## src/logic/ntu_defs.svh

```systemverilog
// Constants for the NT-side U activation state machine: register map, field positions, codes and timing.
`ifndef NTU_DEFS_SVH
`define NTU_DEFS_SVH

// ****************************************************************
// Register map (byte offsets) and fields
// ****************************************************************
`define NTU_ADDR_W          4
`define NTU_OFS_CTRL        4'h0
`define NTU_OFS_STATUS      4'h4
`define NTU_CTRL_RESET      8'h00
`define NTU_CTRL_SIMPLIFIED 0
`define NTU_CTRL_NT_ACT     1
`define NTU_CTRL_SOFT_RST   2
`define NTU_CTRL_ANA_LOOP   3
`define NTU_ST_STATE_LSB    0
`define NTU_ST_CI_LSB       8
`define NTU_ST_LINE_LSB     16
`define NTU_ST_ACT          20
`define NTU_ST_SAI          21
`define NTU_ST_TSEEN        22
`define NTU_ST_LSU          23

// ****************************************************************
// Command and indication codes on the frame bus control channel
// ****************************************************************
`define NTU_CMD_TIM         4'h0
`define NTU_CMD_SSP         4'h2
`define NTU_CMD_EI1         4'h6
`define NTU_CMD_AR          4'h8
`define NTU_CMD_AI          4'hc
`define NTU_CMD_DI          4'hf
`define NTU_IND_DR          4'h0
`define NTU_IND_EI1         4'h6
`define NTU_IND_PU          4'h7
`define NTU_IND_AR          4'h8
`define NTU_IND_ARL         4'ha
`define NTU_IND_AI          4'hc
`define NTU_IND_AIL         4'he
`define NTU_IND_DC          4'hf

// ****************************************************************
// Timing
// ****************************************************************
`define NTU_CLK_MHZ         200
`define NTU_LSU_TIME_US     3000
`define NTU_FRAME_TIME_US   125
`define NTU_DC_FRAMES       4
`define NTU_TONE_TIME_US    1000
`define NTU_HOLD_TIME_US    2000
`define NTU_SUPV_TIME_US    20000

`endif

```

## src/logic/ntu_pkg.sv

```systemverilog
// Types of the NT-side U activation state machine.
package ntu_pkg;

  typedef enum logic [4:0] {
    ntu_reset, ntu_deact, ntu_awaked, ntu_alert, ntu_alert1, ntu_ec_train, ntu_ec_train1,
    ntu_eq_train, ntu_wait_sf, ntu_sync1, ntu_sync2, ntu_wait_act, ntu_transp, ntu_err_st,
    ntu_pend_st, ntu_pend_u, ntu_pend_rxr, ntu_rx_reset, ntu_pend_tim, ntu_test,
    ntu_ec_train_al, ntu_wait_sf_al, ntu_ana_loop
  } ntu_state_t;

  typedef enum logic [2:0] {
    ntu_ls_silence, ntu_ls_nt_tone, ntu_ls_train1, ntu_ls_train2,
    ntu_ls_sync3, ntu_ls_sync3t, ntu_ls_pulses
  } ntu_line_t;

endpackage : ntu_pkg

```

## src/logic/ntu_act_sm.sv

```systemverilog
// NT-side U activation state machine with its line, indication and activity outputs.
// Operation
// - B+B+D all ones outside data states
// - Line sync signal chooses transparent variant correctly
// - Activation indications, loop variants under loopback
// - Pending deactivation states hold activity bit
// - Downstream activity zero on DI or TIM
// - Alerting from Deactivated gives PU, else DC
// - Alerting sends NT tone for tone timer
// - Tone in Receive Reset, incomplete deactivation: Alerting 1
// - Power-down only in Deactivated; awaked stays powered
// - EC training sends SN1, freezes adaptation
// - EC-Training 1 when deactivation unfinished
// - Downstream error: Error S/T, activity zero
// - U_ONLY_ACTIVATION_BIT zero after activation: pending S/T, DR
// - Pending U waits for short signal loss
// - Framing loss or supervision: silence, await loss
// - Pending timing issues DC four frames
// - Receive Reset resets receiver unless entered from Pending U; hold timer blocks
// - U_ONLY_ACTIVATION_BIT one enters Synchronized 2
// - Single pulses while SEND_SINGLE_PULSES_CMD command applied
// - Wait for ACT one, then Transparent
// - Wait for SF sends training signal two
// - Simplified mode indication changes
// - Simplified mode transition changes
// - Short signal loss after 3 ms
`include "ntu_defs.svh"
module ntu_act_sm
  import ntu_pkg::*;
#(
  parameter int unsigned LSU_CYCLES   = `NTU_LSU_TIME_US * `NTU_CLK_MHZ,
  parameter int unsigned FRAME_CYCLES = `NTU_FRAME_TIME_US * `NTU_CLK_MHZ,
  parameter int unsigned TONE_CYCLES  = `NTU_TONE_TIME_US * `NTU_CLK_MHZ,
  parameter int unsigned HOLD_CYCLES  = `NTU_HOLD_TIME_US * `NTU_CLK_MHZ,
  parameter int unsigned SUPV_CYCLES  = `NTU_SUPV_TIME_US * `NTU_CLK_MHZ
) (
  // Clock and reset
  input  wire logic        sys_clk_in,
  input  wire logic        rst_in,
  // Avalon-MM register slave
  input  wire logic [3:0]  avs_address_in,
  input  wire logic        avs_read_in,
  input  wire logic        avs_write_in,
  input  wire logic [31:0] avs_writedata_in,
  input  wire logic [3:0]  avs_byteenable_in,
  output logic      [31:0] avs_readdata_out,
  output logic             avs_waitrequest_out,
  // Line receive criteria (asynchronous)
  input  wire logic        lt_wake_tone_in,
  input  wire logic        signal_level_in,
  input  wire logic        framing_loss_in,
  input  wire logic        ec_converged_in,
  input  wire logic        lt_training_in,
  input  wire logic        superframe_in,
  input  wire logic        u_only_activation_bit_in,
  input  wire logic        act_bit_rx_in,
  input  wire logic        lt_deact_in,
  input  wire logic        loopback_b_channels_in,
  // Frame bus control channel (asynchronous)
  input  wire logic [3:0]  ds_cmd_in,
  // Line and frame bus outputs
  output ntu_line_t        line_signal_out,
  output logic [3:0]       ci_ind_out,
  output logic             activity_bit_out,
  output logic             downstream_activity_bit_out,
  output logic             data_all_ones_out,
  output logic             power_down_out,
  output logic             rx_reset_out,
  output logic             adapt_freeze_out
);

  // ****************************************************************
  // Input synchronisation
  // ****************************************************************
  // The command code is sampled as a group; it stays put for whole frames, far longer than the two-cycle lag.
  logic [13:0] sync_q;
  logic        wake_s, level_s, lof_s, ecc_s, ltt_s, sf_s, uoa_s, actrx_s, ltdeact_s, loopback_b_channels_cmd_s;
  logic [3:0]  cmd_s;

  ntu_sync #(.W(14)) u_sync (
    .sys_clk_in (sys_clk_in),
    .rst_in     (rst_in),
    .d_in       ({ds_cmd_in, loopback_b_channels_in, lt_deact_in, act_bit_rx_in, u_only_activation_bit_in,
                  superframe_in, lt_training_in, ec_converged_in, framing_loss_in, signal_level_in,
                  lt_wake_tone_in}),
    .q_out      (sync_q)
  );

  assign {cmd_s, loopback_b_channels_cmd_s, ltdeact_s, actrx_s, uoa_s, sf_s, ltt_s, ecc_s, lof_s, level_s, wake_s} = sync_q;

  // ****************************************************************
  // Register slave
  // ****************************************************************
  logic [7:0]  ctrl_reg;
  logic        wait_reg;
  logic [31:0] rdata_reg;
  logic [31:0] status_w;
  ntu_state_t  state_reg;
  ntu_state_t  state_next;
  logic        tseen_reg;
  logic        lsu_reg;
  logic        simp;
  logic        req;

  assign simp = ctrl_reg[`NTU_CTRL_SIMPLIFIED];
  assign req  = avs_read_in | avs_write_in;

  always_comb begin
    status_w                                      = 32'h0;
    status_w[`NTU_ST_STATE_LSB +: 5]              = state_reg;
    status_w[`NTU_ST_CI_LSB +: 4]                 = ci_ind_out;
    status_w[`NTU_ST_LINE_LSB +: 3]               = line_signal_out;
    status_w[`NTU_ST_ACT]                         = activity_bit_out;
    status_w[`NTU_ST_SAI]                         = downstream_activity_bit_out;
    status_w[`NTU_ST_TSEEN]                       = tseen_reg;
    status_w[`NTU_ST_LSU]                         = lsu_reg;
  end

  // One wait cycle per access: the request is seen with waitrequest high, answered on the next edge.
  always_ff @(posedge sys_clk_in or posedge rst_in) begin
    if (rst_in) begin
      wait_reg <= 1'b1;
    end else begin
      wait_reg <= !(req && wait_reg);
    end
  end

  always_ff @(posedge sys_clk_in or posedge rst_in) begin
    if (rst_in) begin
      rdata_reg <= 32'h0;
    end else if (avs_read_in && wait_reg) begin
      unique case (avs_address_in)
        `NTU_OFS_CTRL:   rdata_reg <= {24'h0, ctrl_reg};
        `NTU_OFS_STATUS: rdata_reg <= status_w;
        default:         rdata_reg <= 32'h0;
      endcase
    end
  end

  always_ff @(posedge sys_clk_in or posedge rst_in) begin
    if (rst_in) begin
      ctrl_reg <= `NTU_CTRL_RESET;
    end else if (avs_write_in && !wait_reg && avs_address_in == `NTU_OFS_CTRL && avs_byteenable_in[0]) begin
      ctrl_reg <= avs_writedata_in[7:0];
    end
  end

  assign avs_readdata_out    = rdata_reg;
  assign avs_waitrequest_out = wait_reg;

  // ****************************************************************
  // Short signal loss detector
  // ****************************************************************
  logic [31:0] lsu_cnt_reg;

  always_ff @(posedge sys_clk_in or posedge rst_in) begin
    if (rst_in) begin
      lsu_cnt_reg <= 32'h0;
      lsu_reg     <= 1'b0;
    end else if (level_s) begin
      lsu_cnt_reg <= 32'h0;
      lsu_reg     <= 1'b0;
    end else if (lsu_cnt_reg < LSU_CYCLES - 1) begin
      lsu_cnt_reg <= lsu_cnt_reg + 32'h1;
    end else begin
      lsu_reg     <= 1'b1;
    end
  end

  // ****************************************************************
  // Timers
  // ****************************************************************
  // One per-state timer is reloaded on every state change; supervision runs from Alerting through Wait for SF.
  logic [31:0] stim_reg;
  logic [31:0] supv_reg;
  logic [2:0]  frames_reg;
  logic        entered;
  logic        stim_done;
  logic        supv_done;
  logic        activating;

  assign entered    = state_next != state_reg;
  assign stim_done  = stim_reg == 32'h0;
  assign supv_done  = supv_reg == 32'h0;
  assign activating = state_reg inside {ntu_alert, ntu_alert1, ntu_ec_train, ntu_ec_train1, ntu_eq_train,
                                        ntu_wait_sf};

  always_ff @(posedge sys_clk_in or posedge rst_in) begin
    if (rst_in) begin
      stim_reg   <= 32'h0;
      frames_reg <= 3'h0;
    end else if (entered) begin
      unique case (state_next)
        ntu_alert:    stim_reg <= TONE_CYCLES;
        ntu_rx_reset: stim_reg <= HOLD_CYCLES;
        default:      stim_reg <= FRAME_CYCLES;
      endcase
      frames_reg <= 3'h0;
    end else if (!stim_done) begin
      stim_reg <= stim_reg - 32'h1;
    end else if (state_reg == ntu_pend_tim) begin
      stim_reg   <= FRAME_CYCLES;
      frames_reg <= frames_reg + 3'h1;
    end
  end

  always_ff @(posedge sys_clk_in or posedge rst_in) begin
    if (rst_in) begin
      supv_reg <= 32'h0;
    end else if (!activating) begin
      supv_reg <= SUPV_CYCLES;
    end else if (!supv_done) begin
      supv_reg <= supv_reg - 32'h1;
    end
  end

  // ****************************************************************
  // State machine
  // ****************************************************************
  logic cmd_di;
  logic cmd_tim;
  logic deact_done;
  logic from_pend_u_reg;

  assign cmd_di     = cmd_s == `NTU_CMD_DI;
  assign cmd_tim    = cmd_s == `NTU_CMD_TIM;
  assign deact_done = cmd_di || (simp && cmd_tim);

  always_comb begin
    state_next = state_reg;
    unique case (state_reg)
      ntu_reset: begin
        if (simp && cmd_tim) state_next = ntu_awaked;
        else if (cmd_di) state_next = ntu_deact;
      end
      ntu_deact, ntu_awaked: begin
        if (wake_s || cmd_s == `NTU_CMD_AR || ctrl_reg[`NTU_CTRL_NT_ACT]) state_next = ntu_alert;
        else if (cmd_tim) state_next = ntu_awaked;
        else if (cmd_di) state_next = ntu_deact;
      end
      ntu_alert:       if (stim_done) state_next = ntu_ec_train;
      ntu_alert1:      if (deact_done) state_next = ntu_alert;
      ntu_ec_train:    if (ecc_s) state_next = ntu_eq_train;
      ntu_ec_train1:   if (deact_done) state_next = ntu_ec_train;
      ntu_eq_train:    if (ltt_s) state_next = ntu_wait_sf;
      ntu_wait_sf:     if (sf_s) state_next = ntu_sync1;
      ntu_sync1:       if (uoa_s) state_next = ntu_sync2;
      ntu_sync2: begin
        if (!uoa_s) state_next = ntu_sync1;
        else if (cmd_s == `NTU_CMD_AI) state_next = ntu_wait_act;
      end
      ntu_wait_act:    if (actrx_s) state_next = ntu_transp;
      ntu_transp: begin
        if (cmd_s == `NTU_CMD_EI1) state_next = ntu_err_st;
        else if (!uoa_s) state_next = ntu_pend_st;
      end
      ntu_err_st:      if (cmd_s != `NTU_CMD_EI1) state_next = ntu_sync2;
      ntu_pend_st:     if (deact_done) state_next = ntu_sync1;
      ntu_pend_u:      if (lsu_reg) state_next = ntu_rx_reset;
      ntu_pend_rxr:    if (lsu_reg) state_next = ntu_rx_reset;
      ntu_rx_reset: begin
        if (wake_s) state_next = cmd_di ? ntu_alert : ntu_alert1;
        else if (ltt_s) state_next = cmd_di ? ntu_ec_train : ntu_ec_train1;
        else if (stim_done && simp && cmd_tim) state_next = ntu_awaked;
        else if (stim_done && cmd_di) state_next = ntu_pend_tim;
      end
      ntu_pend_tim:    if (frames_reg == 3'(`NTU_DC_FRAMES)) state_next = ntu_deact;
      ntu_test:        if (cmd_s != `NTU_CMD_SSP) state_next = ntu_deact;
      ntu_ec_train_al: if (ecc_s) state_next = ntu_wait_sf_al;
      ntu_wait_sf_al:  if (sf_s) state_next = ntu_ana_loop;
      ntu_ana_loop:    if (!ctrl_reg[`NTU_CTRL_ANA_LOOP]) state_next = ntu_reset;
      default:         state_next = ntu_reset;
    endcase
    // Unconditional entries take priority over every local transition.
    if (ctrl_reg[`NTU_CTRL_SOFT_RST]) begin
      state_next = ntu_reset;
    end else if (ctrl_reg[`NTU_CTRL_ANA_LOOP] && state_reg inside {ntu_reset, ntu_deact, ntu_awaked}) begin
      state_next = ntu_ec_train_al;
    end else if (cmd_s == `NTU_CMD_SSP && state_reg inside {ntu_reset, ntu_deact, ntu_awaked}) begin
      state_next = ntu_test;
    end else if ((lof_s && state_reg inside {ntu_sync1, ntu_sync2, ntu_wait_act, ntu_transp, ntu_err_st,
                                            ntu_pend_st})
                 || (activating && supv_done)) begin
      state_next = ntu_pend_rxr;
    end else if (ltdeact_s && state_reg inside {ntu_sync1, ntu_sync2, ntu_wait_act, ntu_transp, ntu_err_st,
                                                 ntu_pend_st}) begin
      state_next = ntu_pend_u;
    end
  end

  always_ff @(posedge sys_clk_in or posedge rst_in) begin
    if (rst_in) begin
      state_reg <= ntu_reset;
    end else begin
      state_reg <= state_next;
    end
  end

  always_ff @(posedge sys_clk_in or posedge rst_in) begin
    if (rst_in) begin
      from_pend_u_reg <= 1'b0;
    end else if (entered && state_next == ntu_rx_reset) begin
      from_pend_u_reg <= state_reg == ntu_pend_u;
    end
  end

  // Transparent reached during this activation; forgotten once the line drops back to reset states.
  always_ff @(posedge sys_clk_in or posedge rst_in) begin
    if (rst_in) begin
      tseen_reg <= 1'b0;
    end else if (state_next == ntu_transp) begin
      tseen_reg <= 1'b1;
    end else if (state_next inside {ntu_reset, ntu_deact, ntu_awaked, ntu_rx_reset, ntu_pend_tim}) begin
      tseen_reg <= 1'b0;
    end
  end

  // ****************************************************************
  // Outputs
  // ****************************************************************
  ntu_line_t  line_next;
  logic [3:0] ci_next;
  logic       act_next;
  logic       sync3_sel;

  assign sync3_sel = loopback_b_channels_cmd_s || tseen_reg || state_next == ntu_transp;

  always_comb begin
    line_next = ntu_ls_silence;
    unique case (state_next)
      ntu_alert, ntu_alert1:                   line_next = ntu_ls_nt_tone;
      ntu_ec_train, ntu_ec_train1, ntu_ec_train_al,
      ntu_eq_train:                            line_next = ntu_ls_train1;
      ntu_wait_sf, ntu_wait_sf_al:             line_next = ntu_ls_train2;
      ntu_sync1, ntu_sync2, ntu_wait_act, ntu_transp, ntu_err_st, ntu_pend_st,
      ntu_ana_loop:                            line_next = sync3_sel ? ntu_ls_sync3t : ntu_ls_sync3;
      ntu_test:                                line_next = ntu_ls_pulses;
      default:                                 line_next = ntu_ls_silence;
    endcase
  end

  always_comb begin
    ci_next = `NTU_IND_DC;
    unique case (state_next)
      ntu_reset, ntu_rx_reset:                  ci_next = `NTU_IND_DR;
      ntu_alert: begin
        if (simp || (entered && state_reg == ntu_deact)) ci_next = `NTU_IND_PU;
        else if (entered) ci_next = `NTU_IND_DC;
        else ci_next = ci_ind_out;
      end
      ntu_ec_train, ntu_eq_train, ntu_wait_sf, ntu_sync1:
        ci_next = simp ? `NTU_IND_PU : `NTU_IND_DC;
      ntu_pend_rxr:                             ci_next = simp ? `NTU_IND_DR : `NTU_IND_EI1;
      ntu_pend_u, ntu_wait_sf_al, ntu_ec_train_al:
        ci_next = simp ? `NTU_IND_DR : `NTU_IND_DC;
      ntu_sync2, ntu_wait_act, ntu_err_st:      ci_next = loopback_b_channels_cmd_s ? `NTU_IND_ARL : `NTU_IND_AR;
      ntu_transp:                               ci_next = loopback_b_channels_cmd_s ? `NTU_IND_AIL : `NTU_IND_AI;
      ntu_pend_st:                              ci_next = `NTU_IND_DR;
      ntu_test, ntu_ana_loop:                   ci_next = `NTU_IND_PU;
      default:                                  ci_next = `NTU_IND_DC;
    endcase
  end

  always_comb begin
    unique case (state_next)
      ntu_wait_act, ntu_transp:  act_next = 1'b1;
      ntu_pend_st, ntu_pend_u:   act_next = activity_bit_out;
      default:                   act_next = 1'b0;
    endcase
  end

  always_ff @(posedge sys_clk_in or posedge rst_in) begin
    if (rst_in) begin
      line_signal_out  <= ntu_ls_silence;
      ci_ind_out       <= `NTU_IND_DR;
      activity_bit_out <= 1'b0;
    end else begin
      line_signal_out  <= line_next;
      ci_ind_out       <= ci_next;
      activity_bit_out <= act_next;
    end
  end

  always_ff @(posedge sys_clk_in or posedge rst_in) begin
    if (rst_in) begin
      downstream_activity_bit_out <= 1'b0;
      data_all_ones_out           <= 1'b1;
      power_down_out              <= 1'b0;
      rx_reset_out                <= 1'b0;
      adapt_freeze_out            <= 1'b0;
    end else begin
      downstream_activity_bit_out <= !(cmd_di || cmd_tim);
      data_all_ones_out           <= !(state_next inside {ntu_transp, ntu_ana_loop});
      power_down_out              <= state_next == ntu_deact;
      rx_reset_out                <= state_next == ntu_rx_reset
                                     && !(entered ? state_reg == ntu_pend_u : from_pend_u_reg);
      adapt_freeze_out            <= state_next inside {ntu_ec_train, ntu_ec_train1, ntu_ec_train_al};
    end
  end

endmodule : ntu_act_sm

```

## src/logic/ntu_sync.sv

```systemverilog
// Two-stage synchroniser for a group of asynchronous level inputs.
module ntu_sync #(
  parameter int W = 1
) (
  // Clock and reset
  input  wire logic         sys_clk_in,
  input  wire logic         rst_in,
  // Data
  input  wire logic [W-1:0] d_in,
  output logic      [W-1:0] q_out
);

  logic [W-1:0] meta_reg;

  always_ff @(posedge sys_clk_in or posedge rst_in) begin
    if (rst_in) begin
      meta_reg <= '0;
      q_out    <= '0;
    end else begin
      meta_reg <= d_in;
      q_out    <= meta_reg;
    end
  end

endmodule : ntu_sync

```

## config.mk

```make
export PLATFORM = sky130hd
export DESIGN_NAME = ntu_act_sm
export DESIGN_NICKNAME = d
export VERILOG_FILES = /design/src/logic/ntu_pkg.sv /design/src/logic/ntu_act_sm.sv /design/src/logic/ntu_sync.sv
export VERILOG_INCLUDE_DIRS = /design/src /design/src/logic
export SDC_FILE = /design/constraint.sdc
export NUM_CORES = 1
export LEC_CHECK = 0
export BUFFER_PORTS_ARGS = -buffer_cell sky130_fd_sc_hd__buf_2
export CAP_MARGIN = 20
export CORE_ASPECT_RATIO = 1.1
export CORE_MARGIN = 2
export CORE_UTILIZATION = 40
export CTS_BUF_LIST = sky130_fd_sc_hd__clkbuf_8
export DETAILED_ROUTE_END_ITERATION = 6
export PLACE_DENSITY = 0.71
export SYNTH_ARGS = -nofsm -noshare
export SYNTH_HDL_FRONTEND = slang
export SYNTH_SLANG_ARGS = --single-unit
```

## constraint.sdc

```tcl
create_clock -name sys_clk_in -period 5 [get_ports sys_clk_in]
set_clock_uncertainty 0.1 [all_clocks]
set_input_delay 0.5 -clock sys_clk_in [delete_from_list [all_inputs] [get_ports sys_clk_in]]
set_output_delay 0.5 -clock sys_clk_in [all_outputs]
set_load 0.02 [all_outputs]
```

; After elaboration in Yosys (flattened, before gate mapping)
; Cells that the tools add are included.
[classes]
order_cmp = 1
add_sub_neg = 4
n_bitwise = 1
reduce_logical = 60
n_eq_ne = 58
muxes = 64
[op_table]
columns = operator, n
row1 = 32-bit 2-to-1 mux, 7
row2 = 5-bit 2-to-1 mux, 33
row3 = 5-bit one-hot mux with 21 select lines, 1
row4 = "5-bit by 4-bit equality test with 1-bit output, second input constant", 16
row5 = "5-bit equality test, second input constant", 14
row6 = 32-bit zero test, 2
row7 = "32-bit by 1-bit subtractor with 32-bit output, second input constant", 2
row8 = 24-bit one-hot mux with 2 select lines, 1
row9 = "5-bit by 3-bit equality test with 1-bit output, second input constant", 8
row10 = 19-bit one-hot mux with 2 select lines, 1
row11 = "32-bit by 1-bit adder with 32-bit output, second input constant", 1
row12 = "32-bit by 20-bit less-than comparator with 1-bit output, second input constant", 1
row13 = 4-bit one-hot mux with 8 select lines, 1
row14 = "5-bit by 2-bit equality test with 1-bit output, second input constant", 4
row15 = 1-bit logical AND, 17
row16 = 4-bit 2-to-1 mux, 4
row17 = 3-bit 2-to-1 mux, 5
row18 = 3-bit one-hot mux with 5 select lines, 1
row19 = 2-bit OR reduction, 7
row20 = "4-bit equality test, second input constant", 3
row21 = 6-bit nonzero test, 2
row22 = "5-bit by 1-bit equality test with 1-bit output, second input constant", 2
row23 = 5-bit zero test, 2
row24 = 2-bit nonzero test, 5
row25 = other kinds (24), 48
[word_totals]
ff_bits = 189
out_inout_bits = 46
inputBits = 58
elab_cells = 209

; Logic depth before layout (Yosys ltp)
; Gate-level depths: netlist of run 1.
[logic_depth]
ltp_word = 17
depth_mapped = 14
ltp_nobuf = 13

; By module
; A second synthesis of run 1 with hierarchy kept.
[unflattened]
hier_cells = 954
hier_area_um2 = 9088.7
[by_module_without_submodules]
columns = mod, cells_each, seq_area_each_um2, n_inst, area_each_um2
row1 = ntu_act_sm, 925, 3706.1, 1, 8384.3
row2 = ntu_sync, 29, 700.7, 1, 704.4

; Worst setup path after synthesis of run 1
; OpenSTA, ideal clock, no wires.
[synth_timing]
path_kind = flip-flop to flip-flop
from = register supv_reg[0]
to = register stim_reg[8]
slack_ps = 1057
period_less_slack_ps = 3943
stages_incl_launch_ff = 15
setup_time_ps = 120
n_path_buf = 2
arrival_time_ps = 3723
t_required_ps = 4780
cell_sequence = dfrtp_1 inv_1 ha_1 or4b_2 or4_1 or3_4 buf_4 o21a_2 a41oi_4 xor2_1 nor3_1 o211ai_2 buf_6 nor3_1 and3b_1
[synth_via]
elab_chain_len = 10
word_cells_on_any_way = 13
classes_between = eq/ne: 4 / mux: 6 / reduce/logical: 3
[synth_lines]
columns = item, line_no
row1 = from (decl), ntu_act_sm.sv:175  ; logic [31:0] supv_reg;
row2 = from (signal assigned), ntu_act_sm.sv:213  ; supv_reg <= supv_reg - 32'h1;
row3 = 32-bit zero test *, ntu_act_sm.sv:184  ; assign supv_done = supv_reg == 32'h0;
row4 = 1-bit logical AND *, ntu_act_sm.sv:283  ; || (activating && supv_done)) begin
row5 = 1-bit logical OR *, ntu_act_sm.sv:283
row6 = 5-bit 2-to-1 mux *, ntu_act_sm.sv:281  ; end else if ((lof_s && state_reg inside {ntu_sync1, ntu_sync2, ntu_wait_act, ntu_transp, ntu_err_st,
row7 = 5-bit 2-to-1 mux *, ntu_act_sm.sv:279  ; end else if (cmd_s == `NTU_CMD_SSP && state_reg inside {ntu_reset, ntu_deact, ntu_awaked}) begin
row8 = 5-bit 2-to-1 mux *, ntu_act_sm.sv:277  ; end else if (ctrl_reg[`NTU_CTRL_ANA_LOOP] && state_reg inside {ntu_reset, ntu_deact, ntu_awaked}) begin
row9 = 5-bit 2-to-1 mux *, ntu_act_sm.sv:275  ; if (ctrl_reg[`NTU_CTRL_SOFT_RST]) begin
row10 = via state_next[4], ntu_act_sm.sv:99  ; ntu_state_t state_next;
row11 = 5-bit equality test or 5-bit by 2-bit equality test with 1-bit output (tied branches), ntu_act_sm.sv:193  ; unique case (state_next)
row12 = 19-bit one-hot mux with 2 select lines, ntu_act_sm.sv:193
row13 = 32-bit 2-to-1 mux, ntu_act_sm.sv:192  ; end else if (entered) begin
row14 = to (signal assigned), ntu_act_sm.sv:200  ; stim_reg <= stim_reg - 32'h1;
row15 = to (decl), ntu_act_sm.sv:174  ; logic [31:0] stim_reg;
; The timed path passes the listed nets; every way through them passes the cells marked *.
; A chain may end at the register's enable or synchronous reset.

; Final worst setup path of run 1
[layout_timing]
from = register supv_reg[0]
to = register ci_ind_out[1]
[layout_via]
elab_chain_len = 12
word_cells_on_any_way = 36
classes_between = eq/ne: 19 / mux: 6 / reduce/logical: 11
[layout_lines]
columns = item, line_no
row1 = 32-bit zero test *, ntu_act_sm.sv:184
row2 = 1-bit logical AND *, ntu_act_sm.sv:283
row3 = 1-bit logical OR *, ntu_act_sm.sv:283
row4 = 5-bit 2-to-1 mux *, ntu_act_sm.sv:281
row5 = 5-bit 2-to-1 mux *, ntu_act_sm.sv:279
row6 = 5-bit 2-to-1 mux *, ntu_act_sm.sv:277
row7 = 5-bit 2-to-1 mux *, ntu_act_sm.sv:275
row8 = via state_next[4], ntu_act_sm.sv:99
row9 = 5-bit inequality test, ntu_act_sm.sv:182  ; assign entered = state_next != state_reg;
row10 = 1-bit logical AND, ntu_act_sm.sv:347  ; if (simp || (entered && state_reg == ntu_deact)) ci_next = `NTU_IND_PU;
row11 = 1-bit logical OR, ntu_act_sm.sv:347
row12 = 4-bit 2-to-1 mux, ntu_act_sm.sv:347
row13 = 4-bit one-hot mux with 8 select lines, ntu_act_sm.sv:344  ; unique case (state_next)
row14 = to (signal assigned), ntu_act_sm.sv:375  ; ci_ind_out <= `NTU_IND_DR;
row15 = to (signal assigned), ntu_act_sm.sv:379  ; ci_ind_out <= ci_next;
row16 = to (decl), ntu_act_sm.sv:63  ; output logic [3:0] ci_ind_out,
; Marks and branches as above.

==> impl_metrics.py, run 1 <==
metrics = {
    "clock_tree": {
        "cts.reportedPaths.clkPinSlew_ns": 0.10,
        "cts-htree-levels": 4,
        "cts_tree": "built",
        "max-clock-path-buffers": 2,
        "cts_made_buffers": 17,
        "cts_resized": 0,
        "root_buffer": "clkbuf_8",
        "cts_num_sinks": 176,
        "worstSkewPairLatency_ns": 0.48,
    },
    "timing": {
        "setup_viol": 0,
        "maxSlewHeadroom_pct": 28.9,
        "setup_tns_ns": 0,
        "slew_violations": 0,
        "timing.fmax_ghz": 0.227,
        "hold_ws_ns": 0.0323,
        "finalCritPeriodShare_pct": 88.2,
        "rsz0062_at_grt": "no",
        "hold_viol_final": 0,
        "finalWorstPathRequiredPeriod_ns": 4.41,
        "tightest_slew_ns": 1.04,
    },
    "place": {
        "portBuffers": 63,
        "hpwl_um": 14000,
        "place_congestion": 0.926,
    },
    "floorplan": {
        "initial_core_util_pct": 40.9,
        "dieArea_sq_um": 23900,
        "rows": 57,
        "die_x_um": 148,
        "core_sq_um": 22200,
        "pin_count": 104,
        "die_h_um": 162,
    },
    "synth": {
        "synthFlopType": "dfrtp_1",
        "ys_seq_area_share_pct": 48.5,
        "syn-cell-area_sq_um": 9080,
        "synthArstFlopShare_pct": 100,
        "synthCells": 938,
        "synth-edff-count": 0,
        "yosys_warnings": 0,
        "avgSynthCellArea_sq_um": 9.68,
        "synth_top_area_share_pct": 47.9,
        "ys_types": 86,
        "synth_most_common_cell": "dfrtp_1",
        "netlist_top_cells_count": "dfrtp_1, nor2_1, nand2_1, xnor2_1",
        "synth.largest_area_cell": "dfrtp_1",
        "yosys_register_bits": 176,
        "synth_top_cells_by_area": "dfrtp_1, nor2_1, xnor2_1",
    },
    "setup_path": {
        "r2r_end": "ci_ind_out[1]",
        "critical_path_class": "flop to flop",
        "reg2reg_from": "supv_reg[0]",
        "worstSetupStartpoint": "supv_reg[0]",
        "worstRegToRegCells": 12,
        "path_max_fanout": 12,
        "critPathArrivalTime_ns": 4.67,
        "cp-end-kind": "flop",
        "setup.worst_path.end": "ci_ind_out[1]",
        "r2r_setup_slack_ns": 0.59,
        "required_ns": 5.26,
        "start_kind": "flop",
    },
    "flow_run": {
        "drv_cap": 0,
    },
    "global_route": {
        "antenna_found_initial": 0,
        "grt.overflow.total": 0,
        "grt.total_usage_pct": 16.9,
        "grt_pass1_wl_um": 33100,
        "grt_max_degree": 177,
        "grt_pass1_vias": 6691,
    },
    "detailed_routing": {
        "vias": 7135,
        "firstDrtPassIters": 5,
        "ant_nets": 0,
        "routed_wl_um": 19900,
        "drc": 0,
        "drtIter0Drc": 551,
        "via_per_inst": 5.46,
        "wl_per_cell_um": 15.2,
    },
    "pwr": {
        "ir_drop_uv": 225,
        "powerDensity_nw_per_um2": 456,
        "p_leak_uw": 0.00431,
    },
    "outcome": {
        "status": "complete, no violations",
    },
    "final_layout": {
        "regArea_sq_um": 4410,
        "multi_input_area_sq_um": 4380,
        "area_delta_synth_final_pct": 11.7,
        "final_nets": 1063,
        "drive_gt1_share_pct": 15.2,
        "fill_cells": 2081,
        "n_antenna_cell": 0,
        "fin_util_pct": 45.7,
    },
    "hold_path": {
        "hold_class": "input port to flop",
    },
}
==> placed cells by master, fill, tap and decap left out, types with 7 or more instances in the layout <==
cell / netlist / layout
nand4_1: 15 / 15
nand2_1: 73 / 73
dfrtp_1: 174 / 174
nor2b_1: 26 / 26
clkbuf_8: 0 / 17
nor2_1: 114 / 114
or3_1: 12 / 12
nand3_1: 33 / 33
a211oi_1: 7 / 7
nand2b_1: 11 / 11
mux2_2: 8 / 8
nor4_1: 25 / 25
and3_1: 10 / 10
o21ai_0: 32 / 32
o31ai_1: 10 / 10
xor2_1: 31 / 31
o21ai_1: 8 / 8
conb_1: 1 / 13
buf_2: 3 / 63
and2_1: 15 / 15
buf_4: 14 / 15
inv_1: 18 / 17
a2111oi_0: 7 / 7
a21oi_1: 35 / 35
xnor2_1: 43 / 43
or4_1: 12 / 12
nor3_1: 31 / 31
==> logic make-up after synthesis <==
family / count (synthesis) / synth area share, %
adders and majority gates: 5 / 0.689
other: 1 / 0.0413
buffers and inverters: 73 / 3.72
AOI/OAI and AO/OA: 168 / 13.0
DFF: 176 / 48.5
and+or+nand+nor: 426 / 25.1
muxes: 15 / 1.78
xor gates and xnor gates: 74 / 7.14
==> worst max-delay path, cell delays in order, from the launching register on <==
cell and delay (ns):
dfrtp_1 0.42, inv_1 0.07, ha_1 0.20, or4b_2 0.59, or4_1 0.44, or3_4 0.47, o21a_2 0.28, a41oi_4 0.31
xor2_1 0.12, nor3_1 0.29, o211ai_2 0.30, or3_1 0.51, o32a_1 0.20
==> layout make-up <==
cell class,instances,area share [%]
inverters,19,0.740
multi-input cells,701,43.2
repair buffers,85,5.01
clock inverters,14,1.63
well taps,295,3.64
flip-flops and latches,176,43.5
clock buffers,17,2.31
==> report_power, final <==
part | internal, uW | switching, uW
Combinational | 700 | 1120
Sequential | 1600 | 205
Clock | 420 | 577
==> per-stage QoR <==
step	worst slack (ns)	cells	instance area (sq um)	total power, uW
after floorplan	1.06	950	9130	3180
after global placement	0.689	1270	9680	3610
after detailed placement	0.648	1270	9680	3630
after CTS	0.622	1302	10100	4640
after global routing	0.322	1307	10100	4930
final	0.590	1307	10100	4620
==> what timing repair did <==
action / in CTS / in global routing
buffers inserted: 0 / 0
endpoints found under the hold margin: 1 / 5
hold buffers: 1 / 5
==> routing by layer <==
| metal | GRT usage (%) | part of all wire (%) |
|---|---|---|
| met1 | 23.6 | 47 |
| met2 | 26.0 | 46 |
| met3 | 3.88 | 5.1 |
| met4 | 6.08 | 2.1 |
| met5 | 0 | 0 |
==> worst min-delay path by stage <==
stage,from,end,slack [ns],cells after the start
after global placement,u_sync.meta_reg[1],u_sync.q_out[1],0.23,0
after global routing,ds_cmd_in[2],u_sync.meta_reg[12],0.002,1
final,ds_cmd_in[2],u_sync.meta_reg[12],0.03,1
after CTS,ds_cmd_in[0],u_sync.meta_reg[10],0.008,1
after detailed placement,u_sync.meta_reg[1],u_sync.q_out[1],0.23,0
after floorplan,u_sync.meta_reg[0],u_sync.q_out[0],0.23,0
Note: power is estimated with default switching activity, not from simulation.
==> run 2: changes to the inputs <==
Settings changed: CELL_PAD_IN_SITES_DETAIL_PLACEMENT from default to 0, CELL_PAD_IN_SITES_GLOBAL_PLACEMENT from default to 2, CORE_UTILIZATION 40 to 38, CTS_CLUSTER_DIAMETER from default to 150, PLACE_DENSITY 0.71 to 0.92.
Clock period 5 ns to 4.33 ns, I/O delays scaled along.
==> impl_metrics.py, run 2 (synthesis gave the netlist of run 1 again) <==
metrics = {
    "outcome": {
        "status": "complete, no violations",
    },
    "final_layout": {
        "fin_util_pct": 44.3,
        "final_nets": 1095,
        "drive_gt1_share_pct": 16.8,
        "area_delta_synth_final_pct": 14.8,
        "final_common_cell": "dfrtp_1",
        "n_antenna_cell": 0,
        "layout_common_cells": "dfrtp_1, nor2_1, nand2_1, buf_2, xnor2_1",
    },
    "global_route": {
        "grt_util_met1_pct": 26.5,
        "use_met3_pct": 3.21,
        "grt_pass1_vias": 6865,
        "grt_pass1_wl_um": 36200,
        "antenna_found_initial": 0,
        "grt.overflow.total": 0,
        "grt.total_usage_pct": 18.0,
        "grt.busiest_layer": "met2",
        "gr-usage-met2_pct": 27.0,
        "grt_max_degree": 177,
    },
    "floorplan": {
        "pin_count": 104,
        "die_x_um": 151,
        "die_h_um": 166,
        "initial_core_util_pct": 38.6,
        "dieArea_sq_um": 25200,
        "core_sq_um": 23500,
        "rows": 59,
    },
    "setup_path": {
        "critical_path_class": "flop to flop",
        "critPathArrivalTime_ns": 4.42,
        "path_max_fanout": 12,
        "required_ns": 4.58,
        "start_kind": "flop",
        "cp-end-kind": "flop",
    },
    "place": {
        "place_congestion": 0.902,
        "portBuffers": 63,
        "hpwl_um": 15200,
    },
    "detailed_routing": {
        "wl_per_cell_um": 16.1,
        "drc": 0,
        "firstDrtPassIters": 5,
        "routed_wl_um": 21700,
        "drtIter0Drc": 537,
        "vias": 7278,
        "ant_nets": 0,
        "via_per_inst": 5.40,
    },
    "timing": {
        "rsz0062_at_grt": "no",
        "maxSlewHeadroom_pct": 36.7,
        "slew_violations": 0,
        "finalCritPeriodShare_pct": 96.2,
        "setup_tns_ns": 0,
        "timing.fmax_ghz": 0.240,
        "finalWorstPathRequiredPeriod_ns": 4.16,
        "tightest_slew_ns": 0.949,
        "hold_viol_final": 0,
        "setup_viol": 0,
    },
    "clock_tree": {
        "cts_num_sinks": 176,
        "max-clock-path-buffers": 2,
        "worstSkewPairLatency_ns": 0.47,
        "cts_tree": "built",
        "cts.reportedPaths.clkPinSlew_ns": 0.09,
        "cts-htree-levels": 4,
        "cts_made_buffers": 17,
        "root_buffer": "clkbuf_8",
    },
    "flow_run": {
        "drv_cap": 0,
    },
    "pwr": {
        "p_leak_uw": 0.00445,
        "powerDensity_nw_per_um2": 529,
        "ir_drop_uv": 225,
    },
    "hold_path": {
        "hold_class": "input port to flop",
    },
}
## run 2: power by group
group | switching [uW] | internal, uW
Clock | 625 | 526
Combinational | 1390 | 912
Sequential | 211 | 1850
## run 2: cell type report
type	count	area (sq um)
Fill cell	2308	13100
Sequential cell	176	4410
Multi-Input combinational cell	701	4390
Timing Repair Buffer	117	793
Tap cell	305	382
Clock buffer	18	248
Clock inverter	13	138
Inverter	19	75.1
## run 2: path summary, 6_finish.rpt
path                                           from                  to  slack (ns)  cells after the start
min in group asynchronous                    rst_in  u_sync.meta_reg[0]        0.13                      3
worst min-delay path            avs_writedata_in[3]         ctrl_reg[3]         0.1                      3
worst max-delay path                    supv_reg[0]       ci_ind_out[0]        0.17                     12
max in group asynchronous                    rst_in         supv_reg[8]        3.27                      3
worst max register to register          supv_reg[0]       ci_ind_out[0]        0.17                     12
worst min register to register  u_sync.meta_reg[12]    u_sync.q_out[12]        0.25                      0
## run 2: metal layers
metal | wire length, um | vias to the layer above | part of all wire (%)
met5 | 0 | - | 0
met1 | 10400 | 3540 | 48
met4 | 410 | 0 | 1.9
met3 | 916 | 29 | 4.2
li1 | - | 3523 | -
met2 | 9970 | 186 | 46
## run 2: timing repair
item / in CTS / in global routing
gates resized for setup: 0 / 1
setup buffers: 0 / 1
hold buffers: 16 / 0
endpoints found under the setup margin: 0 / 2
hold endpoints to repair: 15 / 0
## run 2: critical path, cell delays in order, from the launching register on
cell	delay [ns]
dfrtp_1	0.41
inv_1	0.07
ha_1	0.18
or4b_2	0.58
or4_1	0.43
or3_4	0.46
o211ai_2	0.28
a211o_1	0.23
inv_2	0.10
a21o_1	0.18
or3_1	0.41
or3_1	0.42
o32a_1	0.21
## run 2: per-stage QoR
step                total power, uW  hold slack (ns)  cells  setup WS [ns]  area [sq um]
floorplan                      3670            0.231    950          0.387          9130
global placement               4330            0.231   1300          0.222          9840
detailed placement             4350            0.236   1300          0.182          9840
CTS                            5540           0.0624   1347          0.176         10400
global route                   5890           0.0683   1349         0.0184         10400
finish                         5510           0.0970   1349          0.166         10400
